===== config.mk =====
export PLATFORM = sky130hd
export DESIGN_NAME = addr_mode_exec
export DESIGN_NICKNAME = d
export VERILOG_FILES = /design/src/hdl/addr_mode_pkg.sv /design/src/hdl/decode_if.sv /design/src/hdl/opcode_decoder.sv /design/src/hdl/addr_mode_exec.sv
export SDC_FILE = /design/constraint.sdc
export NUM_CORES = 1
export LEC_CHECK = 0
export BUFFER_PORTS_ARGS = -buffer_cell sky130_fd_sc_hd__buf_2
export CELL_PAD_IN_SITES_DETAIL_PLACEMENT = 1
export CELL_PAD_IN_SITES_GLOBAL_PLACEMENT = 1
export CORE_UTILIZATION = 45
export CTS_CLUSTER_SIZE = 8
export DETAILED_ROUTE_END_ITERATION = 10
export GPL_TIMING_DRIVEN = 0
export PLACE_DENSITY_LB_ADDON = 0.1
export RECOVER_POWER = 25
export SYNTH_ARGS = -nofsm -noshare
export SYNTH_HDL_FRONTEND = slang
export SYNTH_HIERARCHICAL = 1
export SYNTH_SLANG_ARGS = --single-unit

===== constraint.sdc =====
create_clock -name sys_clk_in -period 6.26 [get_ports sys_clk_in]
set_clock_uncertainty 0.15 [all_clocks]
set_input_delay 1.878 -clock sys_clk_in [delete_from_list [all_inputs] [get_ports sys_clk_in]]
set_output_delay 1.878 -clock sys_clk_in [all_outputs]
set_load 0.01 [all_outputs]

===== src/hdl/addr_mode_pkg.sv =====
// Constants and types shared by the addressing-mode decoder and executor.
// Assumes an 8-bit datapath, a 16-bit program counter and byte-wide stores.
package addr_mode_pkg;

   localparam logic [15:0] PC_RESET      = 16'h0000;
   localparam logic [7:0]  BYTE_ZERO     = 8'h00;
   localparam logic [7:0]  PTR_STEP      = 8'h01;

   // Opcode encodings of the instructions this unit decodes.
   localparam logic [7:0]  OPC_COPY_DD   = 8'h01;
   localparam logic [7:0]  OPC_IND_SRC   = 8'h02;
   localparam logic [7:0]  OPC_IND_DST   = 8'h03;
   localparam logic [7:0]  OPC_COPY_XRD  = 8'h04;
   localparam logic [7:0]  OPC_COPY_XWR  = 8'h05;
   localparam logic [7:0]  OPC_REG_XRD   = 8'h06;
   localparam logic [7:0]  OPC_REG_XWR   = 8'h07;
   localparam logic [7:0]  OPC_ADD_DD    = 8'h08;

   // Instruction lengths in bytes.
   localparam logic [1:0]  LEN_ONE       = 2'h1;
   localparam logic [1:0]  LEN_TWO       = 2'h2;
   localparam logic [1:0]  LEN_THREE     = 2'h3;

   typedef enum logic [2:0] {
      MODE_NONE,
      MODE_DIR_DIR,
      MODE_IND_SRC,
      MODE_IND_DST,
      MODE_IDX_RAM_RD,
      MODE_IDX_RAM_WR,
      MODE_IDX_REG_RD,
      MODE_IDX_REG_WR
   } addr_mode_t;

endpackage : addr_mode_pkg


===== src/hdl/decode_if.sv =====
// Carries an opcode to the decoder and its decoded mode and length back.
// Assumes both ends run on the same clock; the path is combinational.
`timescale 1ns/1ps
interface decode_if;
   import addr_mode_pkg::*;

   logic [7:0] opcode;
   addr_mode_t mode;
   logic [1:0] length;
   logic       legal;

   modport exec (output opcode, input mode, input length, input legal);
   modport dec  (input opcode, output mode, output length, output legal);
endinterface : decode_if


===== src/hdl/opcode_decoder.sv =====
// Maps an opcode to its addressing mode, byte length and legality.
// Assumes the opcode is stable while the executor reads the result.
`timescale 1ns/1ps
module opcode_decoder (
   decode_if.dec dif
);
   import addr_mode_pkg::*;

   always_comb begin
      dif.mode   = MODE_NONE;
      dif.length = LEN_ONE;
      dif.legal  = 1'b1;
      unique case (dif.opcode)
         OPC_COPY_DD: begin
            dif.mode   = MODE_DIR_DIR;   // [RULE2]
            dif.length = LEN_THREE;      // [RULE3]
         end
         OPC_IND_SRC: begin
            dif.mode   = MODE_IND_SRC;   // [RULE7]
            dif.length = LEN_TWO;        // [RULE7]
         end
         OPC_IND_DST: begin
            dif.mode   = MODE_IND_DST;   // [RULE7]
            dif.length = LEN_TWO;        // [RULE7]
         end
         OPC_COPY_XRD: begin
            dif.mode   = MODE_IDX_RAM_RD;
            dif.length = LEN_TWO;
         end
         OPC_COPY_XWR: begin
            dif.mode   = MODE_IDX_RAM_WR;
            dif.length = LEN_TWO;
         end
         OPC_REG_XRD: begin
            dif.mode   = MODE_IDX_REG_RD;
            dif.length = LEN_TWO;
         end
         OPC_REG_XWR: begin
            dif.mode   = MODE_IDX_REG_WR;
            dif.length = LEN_TWO;
         end
         default: begin
            // An arithmetic opcode asking for two memory operands is refused.
            dif.legal = 1'b0;            // [RULE2]
         end
      endcase
   end

endmodule : opcode_decoder


===== src/hdl/addr_mode_exec.sv =====
// Fetches instructions and executes the copy and indirect transfer modes.
// Assumes program memory, data RAM and register space answer reads
// combinationally from the address outputs within the same cycle.
//
// Operation
// RULE1: Direct-direct copy writes first operand address, reads second.
// RULE2: Direct-direct mode writes RAM and exists only for the copy opcode.
// RULE3: Direct-direct instruction is three bytes; the PC advances by three.
// RULE4: Source indirect reads pointer at operand, loads pointed byte into A.
// RULE5: Destination indirect reads pointer at operand, stores A there.
// RULE6: Both indirect modes increment the stored pointer after the transfer.
// RULE7: Indirect modes only on indirect transfer opcode, two bytes long.
// RULE8: Source indirect targets A; only the pointer is written to memory.
// RULE9: Indexed modes address index plus offset, in RAM or register space.
`timescale 1ns/1ps
module addr_mode_exec (
   input  wire logic        sys_clk_in,
   input  wire logic        rstn_in,
   input  wire logic        en_in,
   input  wire logic [7:0]  code_data_in,
   input  wire logic [7:0]  ram_rdata_in,
   input  wire logic [7:0]  reg_rdata_in,
   input  wire logic [7:0]  acc_in,
   input  wire logic [7:0]  index_in,
   output logic      [15:0] code_addr_out,
   output logic      [7:0]  ram_addr_out,
   output logic      [7:0]  ram_wdata_out,
   output logic             ram_we_out,
   output logic      [7:0]  reg_addr_out,
   output logic      [7:0]  reg_wdata_out,
   output logic             reg_we_out,
   output logic      [7:0]  acc_wdata_out,
   output logic             acc_we_out,
   output logic             done_out,
   output logic             illegal_out
);
   import addr_mode_pkg::*;

   typedef enum logic [2:0] {
      S_OP, S_OP1, S_OP2, S_ADDR, S_PTR, S_DATA, S_INC, S_END
   } state_t;

   typedef struct packed {
      state_t      st;
      logic [15:0] pc;
      logic [7:0]  op;
      logic [7:0]  op1;
      logic [7:0]  op2;
      logic [7:0]  ptr;
      logic [15:0] code_addr;
      logic [7:0]  ram_addr;
      logic [7:0]  ram_wdata;
      logic        ram_we;
      logic [7:0]  reg_addr;
      logic [7:0]  reg_wdata;
      logic        reg_we;
      logic [7:0]  acc_wdata;
      logic        acc_we;
      logic        done;
      logic        bad;
      logic        ill;
   } exec_t;

   exec_t r_r;
   exec_t r_nxt;

   decode_if dif ();

   opcode_decoder u_dec (
      .dif (dif)
   );

   // Index plus offset wraps inside the 256-byte space, as the index does.
   function automatic logic [7:0] idx_addr(input logic [7:0] x,
                                           input logic [7:0] off);
      idx_addr = x + off;
   endfunction : idx_addr

   function automatic logic [15:0] pc_plus(input logic [15:0] pc,
                                           input logic [1:0]  n);
      pc_plus = pc + {14'h0000, n};
   endfunction : pc_plus

   assign dif.opcode = r_r.op;

   always_comb begin
      r_nxt        = r_r;
      r_nxt.ram_we = 1'b0;
      r_nxt.reg_we = 1'b0;
      r_nxt.acc_we = 1'b0;
      r_nxt.done   = 1'b0;
      r_nxt.ill    = 1'b0;
      unique case (r_r.st)
         S_OP: begin
            r_nxt.op        = code_data_in;
            r_nxt.bad       = 1'b0;
            r_nxt.code_addr = pc_plus(r_r.pc, LEN_ONE);
            r_nxt.st        = S_OP1;
         end
         S_OP1: begin
            r_nxt.op1 = code_data_in;
            if (!dif.legal) begin
               r_nxt.bad = 1'b1;                             // [RULE2]
               r_nxt.st  = S_END;
            end else if (dif.length == LEN_THREE) begin
               r_nxt.code_addr = pc_plus(r_r.pc, LEN_TWO);   // [RULE3]
               r_nxt.st        = S_OP2;
            end else begin
               r_nxt.st = S_ADDR;                            // [RULE7]
            end
         end
         S_OP2: begin
            r_nxt.op2 = code_data_in;
            r_nxt.st  = S_ADDR;
         end
         S_ADDR: begin
            r_nxt.st = S_DATA;
            unique case (dif.mode)
               MODE_DIR_DIR: r_nxt.ram_addr = r_r.op2;       // [RULE1]
               MODE_IND_SRC, MODE_IND_DST: begin
                  r_nxt.ram_addr = r_r.op1;                  // [RULE4] [RULE5]
                  r_nxt.st       = S_PTR;
               end
               MODE_IDX_RAM_RD: begin
                  r_nxt.ram_addr = idx_addr(index_in, r_r.op1); // [RULE9]
               end
               MODE_IDX_RAM_WR: begin
                  r_nxt.ram_addr  = idx_addr(index_in, r_r.op1); // [RULE9]
                  r_nxt.ram_wdata = acc_in;
                  r_nxt.ram_we    = 1'b1;
                  r_nxt.st        = S_END;
               end
               MODE_IDX_REG_RD: begin
                  r_nxt.reg_addr = idx_addr(index_in, r_r.op1); // [RULE9]
               end
               MODE_IDX_REG_WR: begin
                  r_nxt.reg_addr  = idx_addr(index_in, r_r.op1); // [RULE9]
                  r_nxt.reg_wdata = acc_in;
                  r_nxt.reg_we    = 1'b1;
                  r_nxt.st        = S_END;
               end
               MODE_NONE: r_nxt.st = S_END;
            endcase
         end
         S_PTR: begin
            r_nxt.ptr      = ram_rdata_in;
            r_nxt.ram_addr = ram_rdata_in;
            if (dif.mode == MODE_IND_DST) begin
               r_nxt.ram_wdata = acc_in;                     // [RULE5]
               r_nxt.ram_we    = 1'b1;                       // [RULE5]
               r_nxt.st        = S_INC;
            end else begin
               r_nxt.st = S_DATA;                            // [RULE4]
            end
         end
         S_DATA: begin
            r_nxt.st = S_END;
            unique case (dif.mode)
               MODE_DIR_DIR: begin
                  r_nxt.ram_addr  = r_r.op1;                 // [RULE1]
                  r_nxt.ram_wdata = ram_rdata_in;
                  r_nxt.ram_we    = 1'b1;                    // [RULE2]
               end
               MODE_IND_SRC: begin
                  // No RAM write here: the accumulator is the only target.
                  r_nxt.acc_wdata = ram_rdata_in;            // [RULE4] [RULE8]
                  r_nxt.acc_we    = 1'b1;                    // [RULE8]
                  r_nxt.st        = S_INC;
               end
               MODE_IDX_REG_RD: begin
                  r_nxt.acc_wdata = reg_rdata_in;            // [RULE9]
                  r_nxt.acc_we    = 1'b1;
               end
               default: begin
                  r_nxt.acc_wdata = ram_rdata_in;            // [RULE9]
                  r_nxt.acc_we    = 1'b1;
               end
            endcase
         end
         S_INC: begin
            // The pointer is bumped only after it has served the transfer.
            r_nxt.ram_addr  = r_r.op1;                       // [RULE6]
            r_nxt.ram_wdata = r_r.ptr + PTR_STEP;            // [RULE6]
            r_nxt.ram_we    = 1'b1;                          // [RULE6]
            r_nxt.st        = S_END;
         end
         S_END: begin
            r_nxt.pc        = pc_plus(r_r.pc, dif.length);   // [RULE3] [RULE7]
            r_nxt.code_addr = pc_plus(r_r.pc, dif.length);
            r_nxt.done      = 1'b1;
            r_nxt.ill       = r_r.bad;                       // [RULE2]
            r_nxt.st        = S_OP;
         end
      endcase
   end

   // Reset wins over a stall, so a frozen block can still be restarted.
   always_ff @(posedge sys_clk_in) begin
      if (!rstn_in) begin
         r_r           <= '0;
         r_r.st        <= S_OP;
         r_r.pc        <= PC_RESET;
         r_r.code_addr <= PC_RESET;
      end else if (en_in) begin
         r_r <= r_nxt;
      end
   end

   assign code_addr_out = r_r.code_addr;
   assign ram_addr_out  = r_r.ram_addr;
   assign ram_wdata_out = r_r.ram_wdata;
   assign ram_we_out    = r_r.ram_we;
   assign reg_addr_out  = r_r.reg_addr;
   assign reg_wdata_out = r_r.reg_wdata;
   assign reg_we_out    = r_r.reg_we;
   assign acc_wdata_out = r_r.acc_wdata;
   assign acc_we_out    = r_r.acc_we;
   assign done_out      = r_r.done;
   // A flop of its own keeps the pin free of gates behind the register.
   assign illegal_out   = r_r.ill;

endmodule : addr_mode_exec


; Word-level counts from Yosys, hierarchy flattened
; Cells that the tools add are included.
[op_classes]
bitwise_logic = 1
mux = 25
n_addsub = 5
n_reduce_logical = 23
eq_ne = 29
[op_table]
columns = operator, n
row1 = case mux 17 bit (4 select lines), 1
row2 = case mux 16 bit (3 select lines), 1
row3 = equality test 8 x 3 -> 1 bit (second input constant), 4
row4 = 2-to-1 mux 16 bit, 2
row5 = equality test 3 bit (second input constant), 8
row6 = case mux 3 bit (8 select lines), 1
row7 = case mux 8 bit (3 select lines), 1
row8 = case mux 3 bit (7 select lines), 1
row9 = 2-to-1 mux 9 bit, 2
row10 = case mux 9 bit (2 select lines), 1
row11 = 2-to-1 mux 17 bit, 1
row12 = adder 16 x 1 -> 16 bit (second input constant), 1
row13 = adder 16 x 2 -> 16 bit, 1
row14 = adder 16 x 2 -> 16 bit (second input constant), 1
row15 = equality test 8 x 2 -> 1 bit (second input constant), 2
row16 = equality test 3 x 2 -> 1 bit (second input constant), 4
row17 = AND reduction 3 bit, 4
row18 = AND reduction 2 bit, 5
row19 = 2-to-1 mux 1 bit, 9
row20 = adder 8 x 1 -> 8 bit (second input constant), 1
row21 = adder 8 bit, 1
row22 = equality test 8 x 1 -> 1 bit (second input constant), 1
row23 = != test 2 bit (second input constant), 4
row24 = case mux 2 bit (2 select lines), 2
row25 = other kinds (18), 24
[totals]
input_bits = 43
wordCells = 101
out_inout_bits = 61
reg_bits = 113

; Depth between registers and ports, before layout
; Gate-level depths: netlist (run 1).
[depth]
word_depth = 7
depth_mapped = 11
depth_no_buf = 8

; Modules after synthesis
; The synthesis (run 1) kept the hierarchy.
[modules_own_cells]
columns = mod, area_each_um2, cells_per_inst, seq_area_each_um2, n_inst
row1 = addr_mode_exec, 6892.9, 866, 2262.2, 1
row2 = opcode_decoder, 60.1, 10, 0.0, 1

; Least setup slack after synthesis (run 1)
; Ideal clock, no wire load.
[synth_timing]
path_type = input to register
from = input port index_in[0]
to = register r_r (netlist bit ram_addr_out[2])
setup_ns = 0.126
n_path_buf = 0
path_slack_ns = 2.819
stages = 7
arrival_ns = 3.165
required_ns = 5.984
path_cell_list = ha_1 > inv_1 > fa_1 > xnor2_1 > a22o_1 > a222oi_1 > a21oi_1
[synth_via]
elab_chain_cells = 3
[synth_rtl]
columns = element, line_no
row1 = start: declaration, addr_mode_exec.sv:24  ; input wire logic [7:0] index_in,
row2 = adder 8 bit, addr_mode_exec.sv:76  ; idx_addr = x + off;
row3 = case mux 8 bit (3 select lines), addr_mode_exec.sv:118  ; unique case (dif.mode)
row4 = case mux 17 bit (4 select lines), addr_mode_exec.sv:93  ; unique case (r_r.st)
row5 = end signal: assignment, addr_mode_exec.sv:205  ; r_r <= r_nxt;
row6 = end: declaration, addr_mode_exec.sv:64  ; exec_t r_r;
; Every way passes these cells.
; A chain may end at the register's enable or synchronous reset.

; Final worst setup path (run 1)
[layout_timing]
from = input port en_in
to = register r_r[97] in the netlist's numbering
[layout_via]
elab_chain_cells = 1
[layout_rtl]
columns = element, line_no
row1 = start: declaration, addr_mode_exec.sv:19  ; input wire logic en_in,
row2 = AND reduction 2 bit (no line), --
; Every way passes these cells.

==> results.yml, run 1 <==
floorplanning:
  dieArea_um2: 15950
  pin_count: 104
  initial_core_util: 0.4591
  core-area_um2: 15150
  rows: 45
  die_w_um: 126.3
  die_h_um: 126.3
clock_network:
  clk_pin_slew_ns: 0.05
  clockRootBuffer: "clkbuf_16"
  post_cts_buffers: 0
  clock_sinks: 113
  cts_resized: 0
  cts-buffers-inserted: 17
  hold_buffers: 0
  clock_latency_ns: 0.42
  clockBufferDepth: 2
  cts_tree: "done"
  cts_max_level: 4
sta:
  period_needed_ns: 3.616
  fin_setup_tns_ns: 0
  relSlewSlack: 0.4014
  rsz0062_at_grt: "no"
  setup-violations-final: 0
  slew_viol_final: 0
  fin_crit_sh: 0.5777
  final-hold-violation-count: 0
  hold_ws_ns: 0.3090
  worst_slew_pin_slew_ns: 0.8980
  max_freq_ghz: 0.2765
routing:
  final_antenna_net_count: 0
  drt-total-wl_mm: 23.83
  dr.pass1.iters: 9
  vias_per_cell: 5.872
  drc_errors: 0
  wl_per_cell_um: 19.89
  first_iter_violations: 555
  num_vias: 7035
global_routing:
  grt_pass1_wl_mm: 37.52
  grt_start_max_net_pins: 17
  grt-ovfl-total: 0
  grt_pass1_vias: 7041
  grt_usage: 0.3048
  antenna_found_initial: 0
logic_synthesis:
  yosys_register_bits: 113
  syn_avg_cell_area_um2: 7.937
  syn_inst: 876
  yosysSeqAreaShare: 0.3254
  syn-num-nets: 933
  synth.distinct_cells: 79
  async_flop_share: 0
  synthFlopType: "dfxtp_1"
  synth_edf_count: 0
  yosysWarnings: 6
  syn_area_um2: 6953
final_layout:
  utilization: 0.5453
  syn2layout_area_growth_pct: 18.79
  layoutNonFillerInstCount: 1198
  nNetsFinal: 1054
  layout-drive-gt1-share: 0.2208
  diodes: 0
critical_path:
  crit_fanout: 10
  cp-start-kind: "input port"
  cp.depth: 7
  cp.required_ns: 6.39
  r2r_start: "dif.opcode[5]$_SDFFE_PN0P_"
  crit_slowest_cell: "clkbuf_1"
  path_buf_inv: 3
  reg2reg_depth: 9
  endpoint_kind: "flop"
  rrSetupSlack_ns: 2.84
  crit_path_start: "en_in"
  cp_slowest_stage_delay_ns: 0.53
  path_cells: "clkbuf_1 > and4_1 > clkbuf_1 > clkbuf_1 > nand3b_1 > xor2_1 > nor2_1"
  crit_type: "input port to flop"
  endpoint: "r_r[97]$_SDFFE_PN0P_"
  crit_top_cell: "clkbuf_1"
  crit_arrival_ns: 3.74
  reg2reg_to: "ram_addr_out[0]$_SDFFE_PN0P_"
  crit_family: "buffers and inverters"
power_and_ir_drop:
  ir_worst_vdd_uv: 175.8
  p_leak_nw: 3.322
  power.density_nw_per_um2: 245.6
placement:
  portBuffers: 102
  place_inst: 1166
  gp_congestion: 0.8983
  dp_hpwl_mm: 17.34
job:
  max-cap-violations: 0
worst_hold_path:
  hold_path.class: "flop to flop"
run_status:
  status: "finished, final reports clean"
-- where the power goes --
part           total, W  internal [W]  switching (W)  leakage [nW]
Clock          0.000993      0.000642       0.000351         0.296
Sequential     0.000759      0.000742      0.0000164         0.915
Combinational  0.000276      0.000102       0.000174          2.11
-- registers in the layout, indices dropped and copies added (netlist names) --
register and flops:
ram_we_out 1, reg_wdata_out 8, done_out 1, r_r 44, code_addr_out 16, acc_we_out 1, acc_wdata_out 8, ram_wdata_out 8
dif.opcode 8, illegal_out 1, reg_addr_out 8, ram_addr_out 8, reg_we_out 1
-- area by class of cell --
class | count | area [µm²]
Clock inverter | 11 | 136.4
Timing Repair Buffer | 102 | 476.7
Tap cell | 188 | 235.2
Buffer | 125 | 773.2
Inverter | 11 | 41.29
Fill cell | 1906 | 6887
Clock buffer | 21 | 460.4
Multi-Input combinational cell | 627 | 3874
Sequential cell | 113 | 2262
-- metal layers --
metal | vias to the layer above | GRT usage | part of all wire
met2 | 191 | 0.5353 | 0.49
met4 | 0 | 0.1439 | 0.034
met3 | 56 | 0.05188 | 0.040
met1 | 3445 | 0.3618 | 0.43
met5 | - | 0 | 0
li1 | 3343 | - | -
-- cell usage after synthesis, types with 5 or more instances --
library cell | n | area share
a211oi_1 | 6 | 0.0065
a21o_1 | 5 | 0.0054
a21oi_1 | 87 | 0.063
a221oi_1 | 6 | 0.0076
a222oi_1 | 12 | 0.017
a22oi_1 | 6 | 0.0065
a31oi_1 | 11 | 0.0099
and2_1 | 9 | 0.0081
and3_1 | 16 | 0.014
and4_1 | 5 | 0.0063
buf_1 | 5 | 0.0027
buf_2 | 26 | 0.019
buf_4 | 59 | 0.064
buf_6 | 7 | 0.011
clkbuf_1 | 28 | 0.015
dfxtp_1 | 113 | 0.33
ha_1 | 12 | 0.022
inv_1 | 10 | 0.0054
mux2i_1 | 14 | 0.020
nand2_1 | 108 | 0.058
nand2b_1 | 5 | 0.0045
nand3_1 | 40 | 0.029
nand3b_1 | 5 | 0.0054
nand4_1 | 11 | 0.0099
nor2_1 | 62 | 0.033
nor2b_1 | 5 | 0.0045
nor3_1 | 20 | 0.014
nor3b_1 | 5 | 0.0054
o211ai_1 | 8 | 0.0086
o21ai_0 | 39 | 0.028
o21ai_1 | 6 | 0.0043
o221ai_1 | 5 | 0.0063
o22ai_1 | 13 | 0.012
or3_1 | 6 | 0.0054
xnor2_1 | 15 | 0.019
xor2_1 | 19 | 0.024
-- tightest hold or removal path, cell delays in order, from the launching register on --
cell     delay [ns]
dfxtp_1        0.31
nand2_1        0.05
a21oi_1        0.05
-- how the worst min path moves through the flow --
| stage | slack (ns) | start | to | depth (start not counted) |
|---|---|---|---|---|
| 2_1_floorplan | 0.28 | dif.opcode[6]$_SDFFE_PN0P_ | dif.opcode[6]$_SDFFE_PN0P_ | 2 |
| 3_3_place_gp | 0.29 | dif.opcode[7]$_SDFFE_PN0P_ | dif.opcode[7]$_SDFFE_PN0P_ | 2 |
| 3_5_place_dp | 0.30 | reg_wdata_out[0]$_SDFFE_PN0P_ | reg_wdata_out[0]$_SDFFE_PN0P_ | 2 |
| 4_1_cts | 0.31 | reg_wdata_out[0]$_SDFFE_PN0P_ | reg_wdata_out[0]$_SDFFE_PN0P_ | 2 |
| 5_1_grt | 0.33 | reg_wdata_out[3]$_SDFFE_PN0P_ | reg_wdata_out[3]$_SDFFE_PN0P_ | 2 |
| 6_report | 0.31 | reg_wdata_out[0]$_SDFFE_PN0P_ | reg_wdata_out[0]$_SDFFE_PN0P_ | 2 |
-- through the flow --
step           area, µm²  power (W)  setup WS (ns)
3_5_place_dp        7699   0.001045          2.431
5_1_grt             8259   0.002093          2.547
6_report            8259   0.002028          2.644
4_1_cts             8295   0.002031          2.868
3_3_place_gp        7699   0.001040          2.441
2_1_floorplan       6953  0.0009474          2.819
-- placed cells by master (no fill, tap or decap), types with 4 or more instances in the layout --
cell,netlist,final
a211oi_1,6,6
a21o_1,5,5
a21oi_1,87,87
a221oi_1,6,6
a222oi_1,12,12
a22oi_1,6,6
a31oi_1,11,11
and2_1,9,9
and3_1,16,16
and4_1,5,5
buf_1,5,4
buf_2,26,99
buf_4,59,59
buf_6,7,7
clkbuf_1,28,60
clkbuf_16,0,17
clkinv_2,0,6
dfxtp_1,113,113
ha_1,12,12
inv_1,10,10
mux2i_1,14,14
nand2_1,108,108
nand2b_1,5,5
nand3_1,40,40
nand3b_1,5,5
nand4_1,11,11
nand4b_1,4,4
nor2_1,62,62
nor2b_1,5,5
nor3_1,20,20
nor3b_1,5,5
nor4_1,4,4
o211ai_1,8,8
o21ai_0,39,39
o21ai_1,6,6
o221ai_1,5,5
o22ai_1,13,13
or3_1,6,6
xnor2_1,15,15
xor2_1,19,19
-- logic make-up (layout without fill, tap and decap cells) --
logic type | Yosys count | after routing | synth area share
muxes | 15 | 15 | 0.02177
DFF | 113 | 113 | 0.3254
buffers and inverters | 136 | 270 | 0.1175
adders and majority gates | 14 | 14 | 0.02735
and+or+nand+nor | 329 | 329 | 0.2449
xor gates and xnor gates | 34 | 34 | 0.04283
AOI/OAI and AO/OA | 235 | 235 | 0.2203
(Power assumes the default switching activity.)
==> run 2: changes to the inputs <==
--- a/config.mk
+++ b/config.mk
@@ -5,10 +5,11 @@
 export SDC_FILE = /design/constraint.sdc
 export NUM_CORES = 1
 export LEC_CHECK = 0
+export ABC_AREA = 1
 export BUFFER_PORTS_ARGS = -buffer_cell sky130_fd_sc_hd__buf_2
 export CELL_PAD_IN_SITES_DETAIL_PLACEMENT = 1
 export CELL_PAD_IN_SITES_GLOBAL_PLACEMENT = 1
-export CORE_UTILIZATION = 45
+export CORE_UTILIZATION = 40
 export CTS_CLUSTER_SIZE = 8
 export DETAILED_ROUTE_END_ITERATION = 10
 export GPL_TIMING_DRIVEN = 0
==> constraint.sdc (replaced) <==
create_clock -name sys_clk_in -period 3.4 [get_ports sys_clk_in]
set_clock_uncertainty 0.15 [all_clocks]
set_input_delay 1.02 -clock sys_clk_in [delete_from_list [all_inputs] [get_ports sys_clk_in]]
set_output_delay 1.02 -clock sys_clk_in [all_outputs]
set_load 0.01 [all_outputs]
==> run 2 against run 1 <==
  * Routed wire length fell by 6.8%
  * Design area down 2.0%
  * Die area up 9.2%
  * Core utilization decreased by 5.6 points
  * Worst hold slack got worse by 0.00079 ns
  * Non-clock buffer count decreased by 39
  * Setup slack worse by 2.0 ns
  * Highest routed layer unchanged
==> results.yml, run 2 <==
run_status:
  status: "finished, final reports clean"
critical_path:
  crit_arrival_ns: 2.93
  crit_type: "flop to flop"
  reg2reg_depth: 12
  crit_fanout: 4
  cp_slowest_stage_delay_ns: 0.39
  cp.required_ns: 3.55
  endpoint_kind: "flop"
  crit_slowest_cell: "nor2_1"
  path_cells: "nor2_2 > nand3_2 > nor2_1 > fa_1 > inv_1 > nor2_1 > nand2_1 > xor2_1 > nand2_1 > o21ai_0 > nor3_1 > nor2_1"
  cp-start-kind: "flop"
  r2r_start: "dif.opcode[5]$_SDFFE_PN0P_"
  path_buf_inv: 1
  rrSetupSlack_ns: 0.62
  crit_family: "simple AND/OR/NAND/NOR gates"
  reg2reg_to: "code_addr_out[6]$_SDFFE_PN0P_"
  crit_top_cell: "nor2_1"
sta:
  rsz0062_at_grt: "no"
  relSlewSlack: 0.4731
  fin_crit_sh: 0.8173
  fin_setup_tns_ns: 0
  final-hold-violation-count: 0
  slew_viol_final: 0
  hold_ws_ns: 0.3083
  period_needed_ns: 2.779
  worst_slew_pin_slew_ns: 0.7904
  setup-violations-final: 0
  max_freq_ghz: 0.3598
power_and_ir_drop:
  power_frac_comb: 0.153
  switching_share: 0.2901
  clkPwrFrac: 0.470
  power_frac_seq: 0.377
  fin_total_pwr_w: 0.003811
  p_sw_w: 0.001106
  p_leak_nw: 3.803
  power.density_nw_per_um2: 470.9
  intPower_w: 0.002705
  ir_worst_vdd_uv: 366.1
final_layout:
  stdcell_area_um2: 8093
  diodes: 0
  largest_reg_flops: 44
  layout-drive-gt1-share: 0.1758
  nFillCells: 2251
  utilization: 0.4897
  nNetsFinal: 1210
  layout_commonest_cell: "nand2_1"
  regMostFlops: "r_r"
  syn2layout_area_growth_pct: 19.76
  layout_common_cells: "nand2_1 (196), nor2_1 (149), inv_1 (123)"
logic_synthesis:
  syn_area_um2: 6758
  synth_area_leaders: "dfxtp_1 (33%), nand2_1 (11%), o21ai_0 (8.3%), nor2_1 (8.3%), buf_4 (6.8%)"
  synthFlopType: "dfxtp_1"
  yosysMostFrequentCell: "nand2_1"
  synth.distinct_cells: 37
  yosys_register_bits: 113
  syn_inst: 1032
  yosysWarnings: 6
  syn_avg_cell_area_um2: 6.548
  synth_area_leader_cell: "dfxtp_1"
  synth_edf_count: 0
  syn-num-nets: 1089
  netlist.area_leader.share: 0.3348
  async_flop_share: 0
  yosys-top-cells-count: "nand2_1 (196), nor2_1 (149), inv_1 (121)"
  yosysSeqAreaShare: 0.3348
clock_network:
  clock_latency_ns: 0.42
  cts-buffers-inserted: 17
  post_cts_buffers: 0
  cts_max_level: 4
  clockRootBuffer: "clkbuf_16"
  clockBufferDepth: 2
  hold_buffers: 0
  clk_pin_slew_ns: 0.06
  clock_sinks: 113
  cts_tree: "done"
  cts_resized: 0
floorplanning:
  rows: 47
  core-area_um2: 16520
  initial_core_util: 0.4089
  die_w_um: 132.0
  die_h_um: 132.0
  dieArea_um2: 17420
  pin_count: 104
worst_hold_path:
  hold_path.class: "flop to flop"
  whs_path_depth: 2
  min_from: "dif.opcode[2]$_SDFFE_PN0P_"
  min_to: "dif.opcode[2]$_SDFFE_PN0P_"
global_routing:
  grt-ovfl-total: 0
  grt_pass1_vias: 6877
  grt_pass1_wl_mm: 35.66
  antenna_found_initial: 0
  grt_usage: 0.2623
  grt_start_max_net_pins: 17
job:
  max-cap-violations: 0
routing:
  drt-total-wl_mm: 22.22
  drc_errors: 0
  final_antenna_net_count: 0
  vias_per_cell: 5.100
  wl_per_cell_um: 16.03
  num_vias: 7069
  dr.pass1.iters: 4
  first_iter_violations: 368
placement:
  dp_hpwl_mm: 16.76
  portBuffers: 102
  gp_congestion: 0.8798
  placement.cell_area_um2: 7543
-- run 2: changes by cell type after synthesis, sizes merged, moves of 16 or more --
cell,before,now
buf,97,71
inv,11,133
and3,16,0
nor2,66,161
o21ai,46,120
nand3,41,60
nand2,109,198
-- run 2: how the worst max path moves through the flow --
stage	end	slack, ns	cells past startpoint	startpoint
finish	code_addr_out[6]$_SDFFE_PN0P_	0.62	12	dif.opcode[5]$_SDFFE_PN0P_
global route	code_addr_out[6]$_SDFFE_PN0P_	0.51	12	dif.opcode[5]$_SDFFE_PN0P_
CTS	code_addr_out[6]$_SDFFE_PN0P_	0.71	12	dif.opcode[5]$_SDFFE_PN0P_
detailed placement	ram_addr_out[4]$_SDFFE_PN0P_	0.65	11	index_in[0]
global placement	ram_addr_out[4]$_SDFFE_PN0P_	0.65	11	index_in[0]
floorplan	ram_addr_out[4]$_SDFFE_PN0P_	1.05	10	index_in[0]
-- run 2: final cells by class --
cell class,instances,area [µm²],share of cell area
Timing Repair Buffer,102,475.5,0.05875
Buffer,86,571.8,0.07066
Inverter,133,501.7,0.06200
Sequential cell,113,2262,0.2795
Clock buffer,18,439.2,0.05427
Multi-Input combinational cell,700,3411,0.4215
Clock inverter,14,156.4,0.01933
Tap cell,220,275.3,0.03401
-- run 2: layer usage --
layer  wire length [µm]  up-vias  part of all wire  GRT usage
li1                   -     3536                 -          -
met4                249        0             0.011    0.07429
met2              10110      145              0.46     0.4227
met5                  0        -                 0          0
met1              10890     3369              0.49     0.3625
met3                963       19             0.043    0.03960
-- run 2: power groups by stage --
stage	Sequential [W]	Clock, W	Combinational (W)
2_1_floorplan	0.00145	0	0.000392
3_3_place_gp	0.00146	0	0.000567
3_5_place_dp	0.00146	0	0.000579
4_1_cts	0.00144	0.00182	0.000587
5_1_grt	0.00144	0.00188	0.000648
6_report	0.00144	0.00179	0.000582
-- run 2: worst register-to-register path, delay by kind of cell, from the launching register on --
family,cells,cell delay (ns)
and+or+nand+nor,8,1.55
DFF,1,0.33
adders and majority gates,1,0.29
xor gates and xnor gates,1,0.21
AOI/OAI and AO/OA,1,0.07
buffers and inverters,1,0.06
-- run 2: cells by family (layout without fill, tap and decap cells) --
logic type | Yosys count | after routing | synth area share
adder cells (fa/ha/maj) | 14 | 14 | 0.02814
AND/OR/NAND/NOR | 442 | 442 | 0.2761
flip-flops | 113 | 113 | 0.3348
buffers and inverters | 219 | 353 | 0.1596
AO/OA/AOI/OAI | 230 | 230 | 0.1833
XOR/XNOR | 14 | 14 | 0.01815
-- run 2: stage by stage --
stage          instances  worst slack (ns)
2_1_floorplan       1032             1.047
3_3_place_gp        1354            0.6518
3_5_place_dp        1354            0.6507
4_1_cts             1386            0.7106
5_1_grt             1386            0.5070
6_report            1386            0.6210
==> run 3: changes to the inputs <==
--- a/config.mk
+++ b/config.mk
@@ -5,11 +5,11 @@
 export SDC_FILE = /design/constraint.sdc
 export NUM_CORES = 1
 export LEC_CHECK = 0
-export ABC_AREA = 1
+export ABC_AREA = 0
 export BUFFER_PORTS_ARGS = -buffer_cell sky130_fd_sc_hd__buf_2
 export CELL_PAD_IN_SITES_DETAIL_PLACEMENT = 1
 export CELL_PAD_IN_SITES_GLOBAL_PLACEMENT = 1
-export CORE_UTILIZATION = 40
+export CORE_UTILIZATION = 43
 export CTS_CLUSTER_SIZE = 8
 export DETAILED_ROUTE_END_ITERATION = 10
 export GPL_TIMING_DRIVEN = 0
==> constraint.sdc (replaced) <==
create_clock -name sys_clk_in -period 2.6 [get_ports sys_clk_in]
set_clock_uncertainty 0.15 [all_clocks]
set_input_delay 0.78 -clock sys_clk_in [delete_from_list [all_inputs] [get_ports sys_clk_in]]
set_output_delay 0.78 -clock sys_clk_in [all_outputs]
set_load 0.01 [all_outputs]
==> run 3 against run 2 <==
  * The run now ends with negative setup slack left
  * Power rose by 30%
  * Register-to-register slack worse by 0.86 ns
  * Clock power is 30% higher
  * First-iteration DRC count is 71% higher
  * Critical endpoint is now code_addr_out[1]$_SDFFE_PN0P_
==> results.yml, run 3 (same netlist as run 1, synthesis figures left out) <==
floorplanning:
  die_h_um: 129.2
  die_w_um: 129.2
  initial_core_util: 0.4393
  dieArea_um2: 16680
  core-area_um2: 15830
  pin_count: 104
  rows: 46
sta:
  setup-violations-final: 54
  max_freq_ghz: 0.3520
  hold_ws_ns: 0.3072
  period_needed_ns: 2.841
  worst_slew_pin_slew_ns: 0.9442
  rsz0062_at_grt: "yes"
  final-hold-violation-count: 0
  relSlewSlack: 0.3705
  setup_ws_ns: -0.2412
  fin_crit_sh: 1.093
  slew_viol_final: 0
critical_path:
  crit_arrival_ns: 3.04
  endpoint_kind: "flop"
  crit_fanout: 5
  crit_type: "flop to flop"
  cp-start-kind: "flop"
  cp.required_ns: 2.80
global_routing:
  grt_start_max_net_pins: 17
  grt_pass1_wl_mm: 38.54
  grt_usage: 0.3043
  antenna_found_initial: 0
  grt.met2_usage: 0.5354
  grt-ovfl-total: 0
  grt_pass1_vias: 7116
  use_met1: 0.3621
  busiest_layer: "met2"
  grtUsageMet3: 0.04996
routing:
  wl_per_cell_um: 21.10
  first_iter_violations: 628
  num_vias: 7422
  final_antenna_net_count: 0
  dr.pass1.iters: 6
  vias_per_cell: 5.881
  drt-total-wl_mm: 26.63
  drc_errors: 0
clock_network:
  hold_buffers: 0
  clockRootBuffer: "clkbuf_16"
  clock_sinks: 113
  cts-buffers-inserted: 17
  clock_latency_ns: 0.43
  cts_max_level: 4
  clockBufferDepth: 2
  cts_tree: "done"
  clk_pin_slew_ns: 0.06
power_and_ir_drop:
  power.density_nw_per_um2: 539.7
  p_leak_nw: 3.661
  ir_worst_vdd_uv: 475.2
final_layout:
  nNetsFinal: 1090
  seqCellArea_um2: 2263
  nFillCells: 1938
  syn2layout_area_growth_pct: 32.14
  layoutNonFillerInstCount: 1262
  regMostFlops: "r_r"
  layout-drive-gt1-share: 0.3250
  layout_commonest_cell: "dfxtp_1"
  diodes: 0
  utilization: 0.5805
  multi_input_comb_area_um2: 4339
  largest_reg_flops: 44
  layout_common_cells: "dfxtp_1 (112), nand2_1 (105), buf_2 (93)"
placement:
  dp_hpwl_mm: 17.55
  gp_congestion: 0.9059
  place_inst: 1194
  portBuffers: 102
worst_hold_path:
  hold_path.class: "flop to flop"
run_status:
  status: "finished with violations"
  violations: "negative setup slack"
job:
  max-cap-violations: 0
run 3: worst max-delay path, stage by stage (launching register included):
cell and delay (ns):
dfxtp_2 0.32, or4_4 0.61, or3_4 0.37, ha_4 0.18
fa_2 0.56, inv_2 0.04, a221oi_2 0.23, o221ai_2 0.15
a21oi_1 0.16
run 3: power breakdown:
| group | internal (W) | switching [W] |
|---|---|---|
| registers | 0.00179 | 0.0000456 |
| clock network | 0.00145 | 0.000877 |
| logic | 0.000319 | 0.000483 |
run 3: final cells by class:
type | instances | area share
Buffer | 123 | 0.09315
Clock inverter | 11 | 0.01226
Clock buffer | 21 | 0.05012
Sequential cell | 113 | 0.2464
Timing Repair Buffer | 140 | 0.09192
Inverter | 11 | 0.004494
Multi-Input combinational cell | 627 | 0.4723
Tap cell | 216 | 0.02942
run 3: final timing paths:
path,startpoint,slack [ns],cells past startpoint,end
setup / recovery,dif.opcode[7]$_SDFFE_PN0P_,-0.24,8,code_addr_out[1]$_SDFFE_PN0P_
hold / removal,code_addr_out[1]$_SDFFE_PN0P_,0.31,2,code_addr_out[1]$_SDFFE_PN0P_
setup reg to reg,dif.opcode[7]$_SDFFE_PN0P_,-0.24,8,code_addr_out[1]$_SDFFE_PN0P_
hold reg to reg,code_addr_out[1]$_SDFFE_PN0P_,0.31,2,code_addr_out[1]$_SDFFE_PN0P_
run 3: metal layers:
layer / routed length [µm] / up-vias / share of wire
li1: - / 3424 / -
met5: 0 / - / 0
met3: 1408 / 70 / 0.053
met4: 920 / 0 / 0.035
met2: 13440 / 289 / 0.50
met1: 10850 / 3639 / 0.41
run 3: timing repair:
item | in CTS | in global routing
setup buffers | 14 | 19
setup endpoints to repair | 75 | 71
pin swaps | 25 | 49
gates resized for setup | 38 | 110
cloned | 1 | 5
run 3: metrics by stage:
| stage | setup slack (ns) | setup TNS [ns] | instance area (µm²) | total power [W] |
|---|---|---|---|---|
| finish | -0.2412 | -6.349 | 9188 | 0.004959 |
| detailed placement | -0.5456 | -24.56 | 7772 | 0.002526 |
| floorplan | -0.1429 | -0.4331 | 6992 | 0.002291 |
| CTS | -0.2449 | -5.337 | 8631 | 0.004868 |
| global placement | -0.5296 | -23.15 | 7772 | 0.002518 |
| global route | -0.3309 | -10.80 | 9188 | 0.005097 |
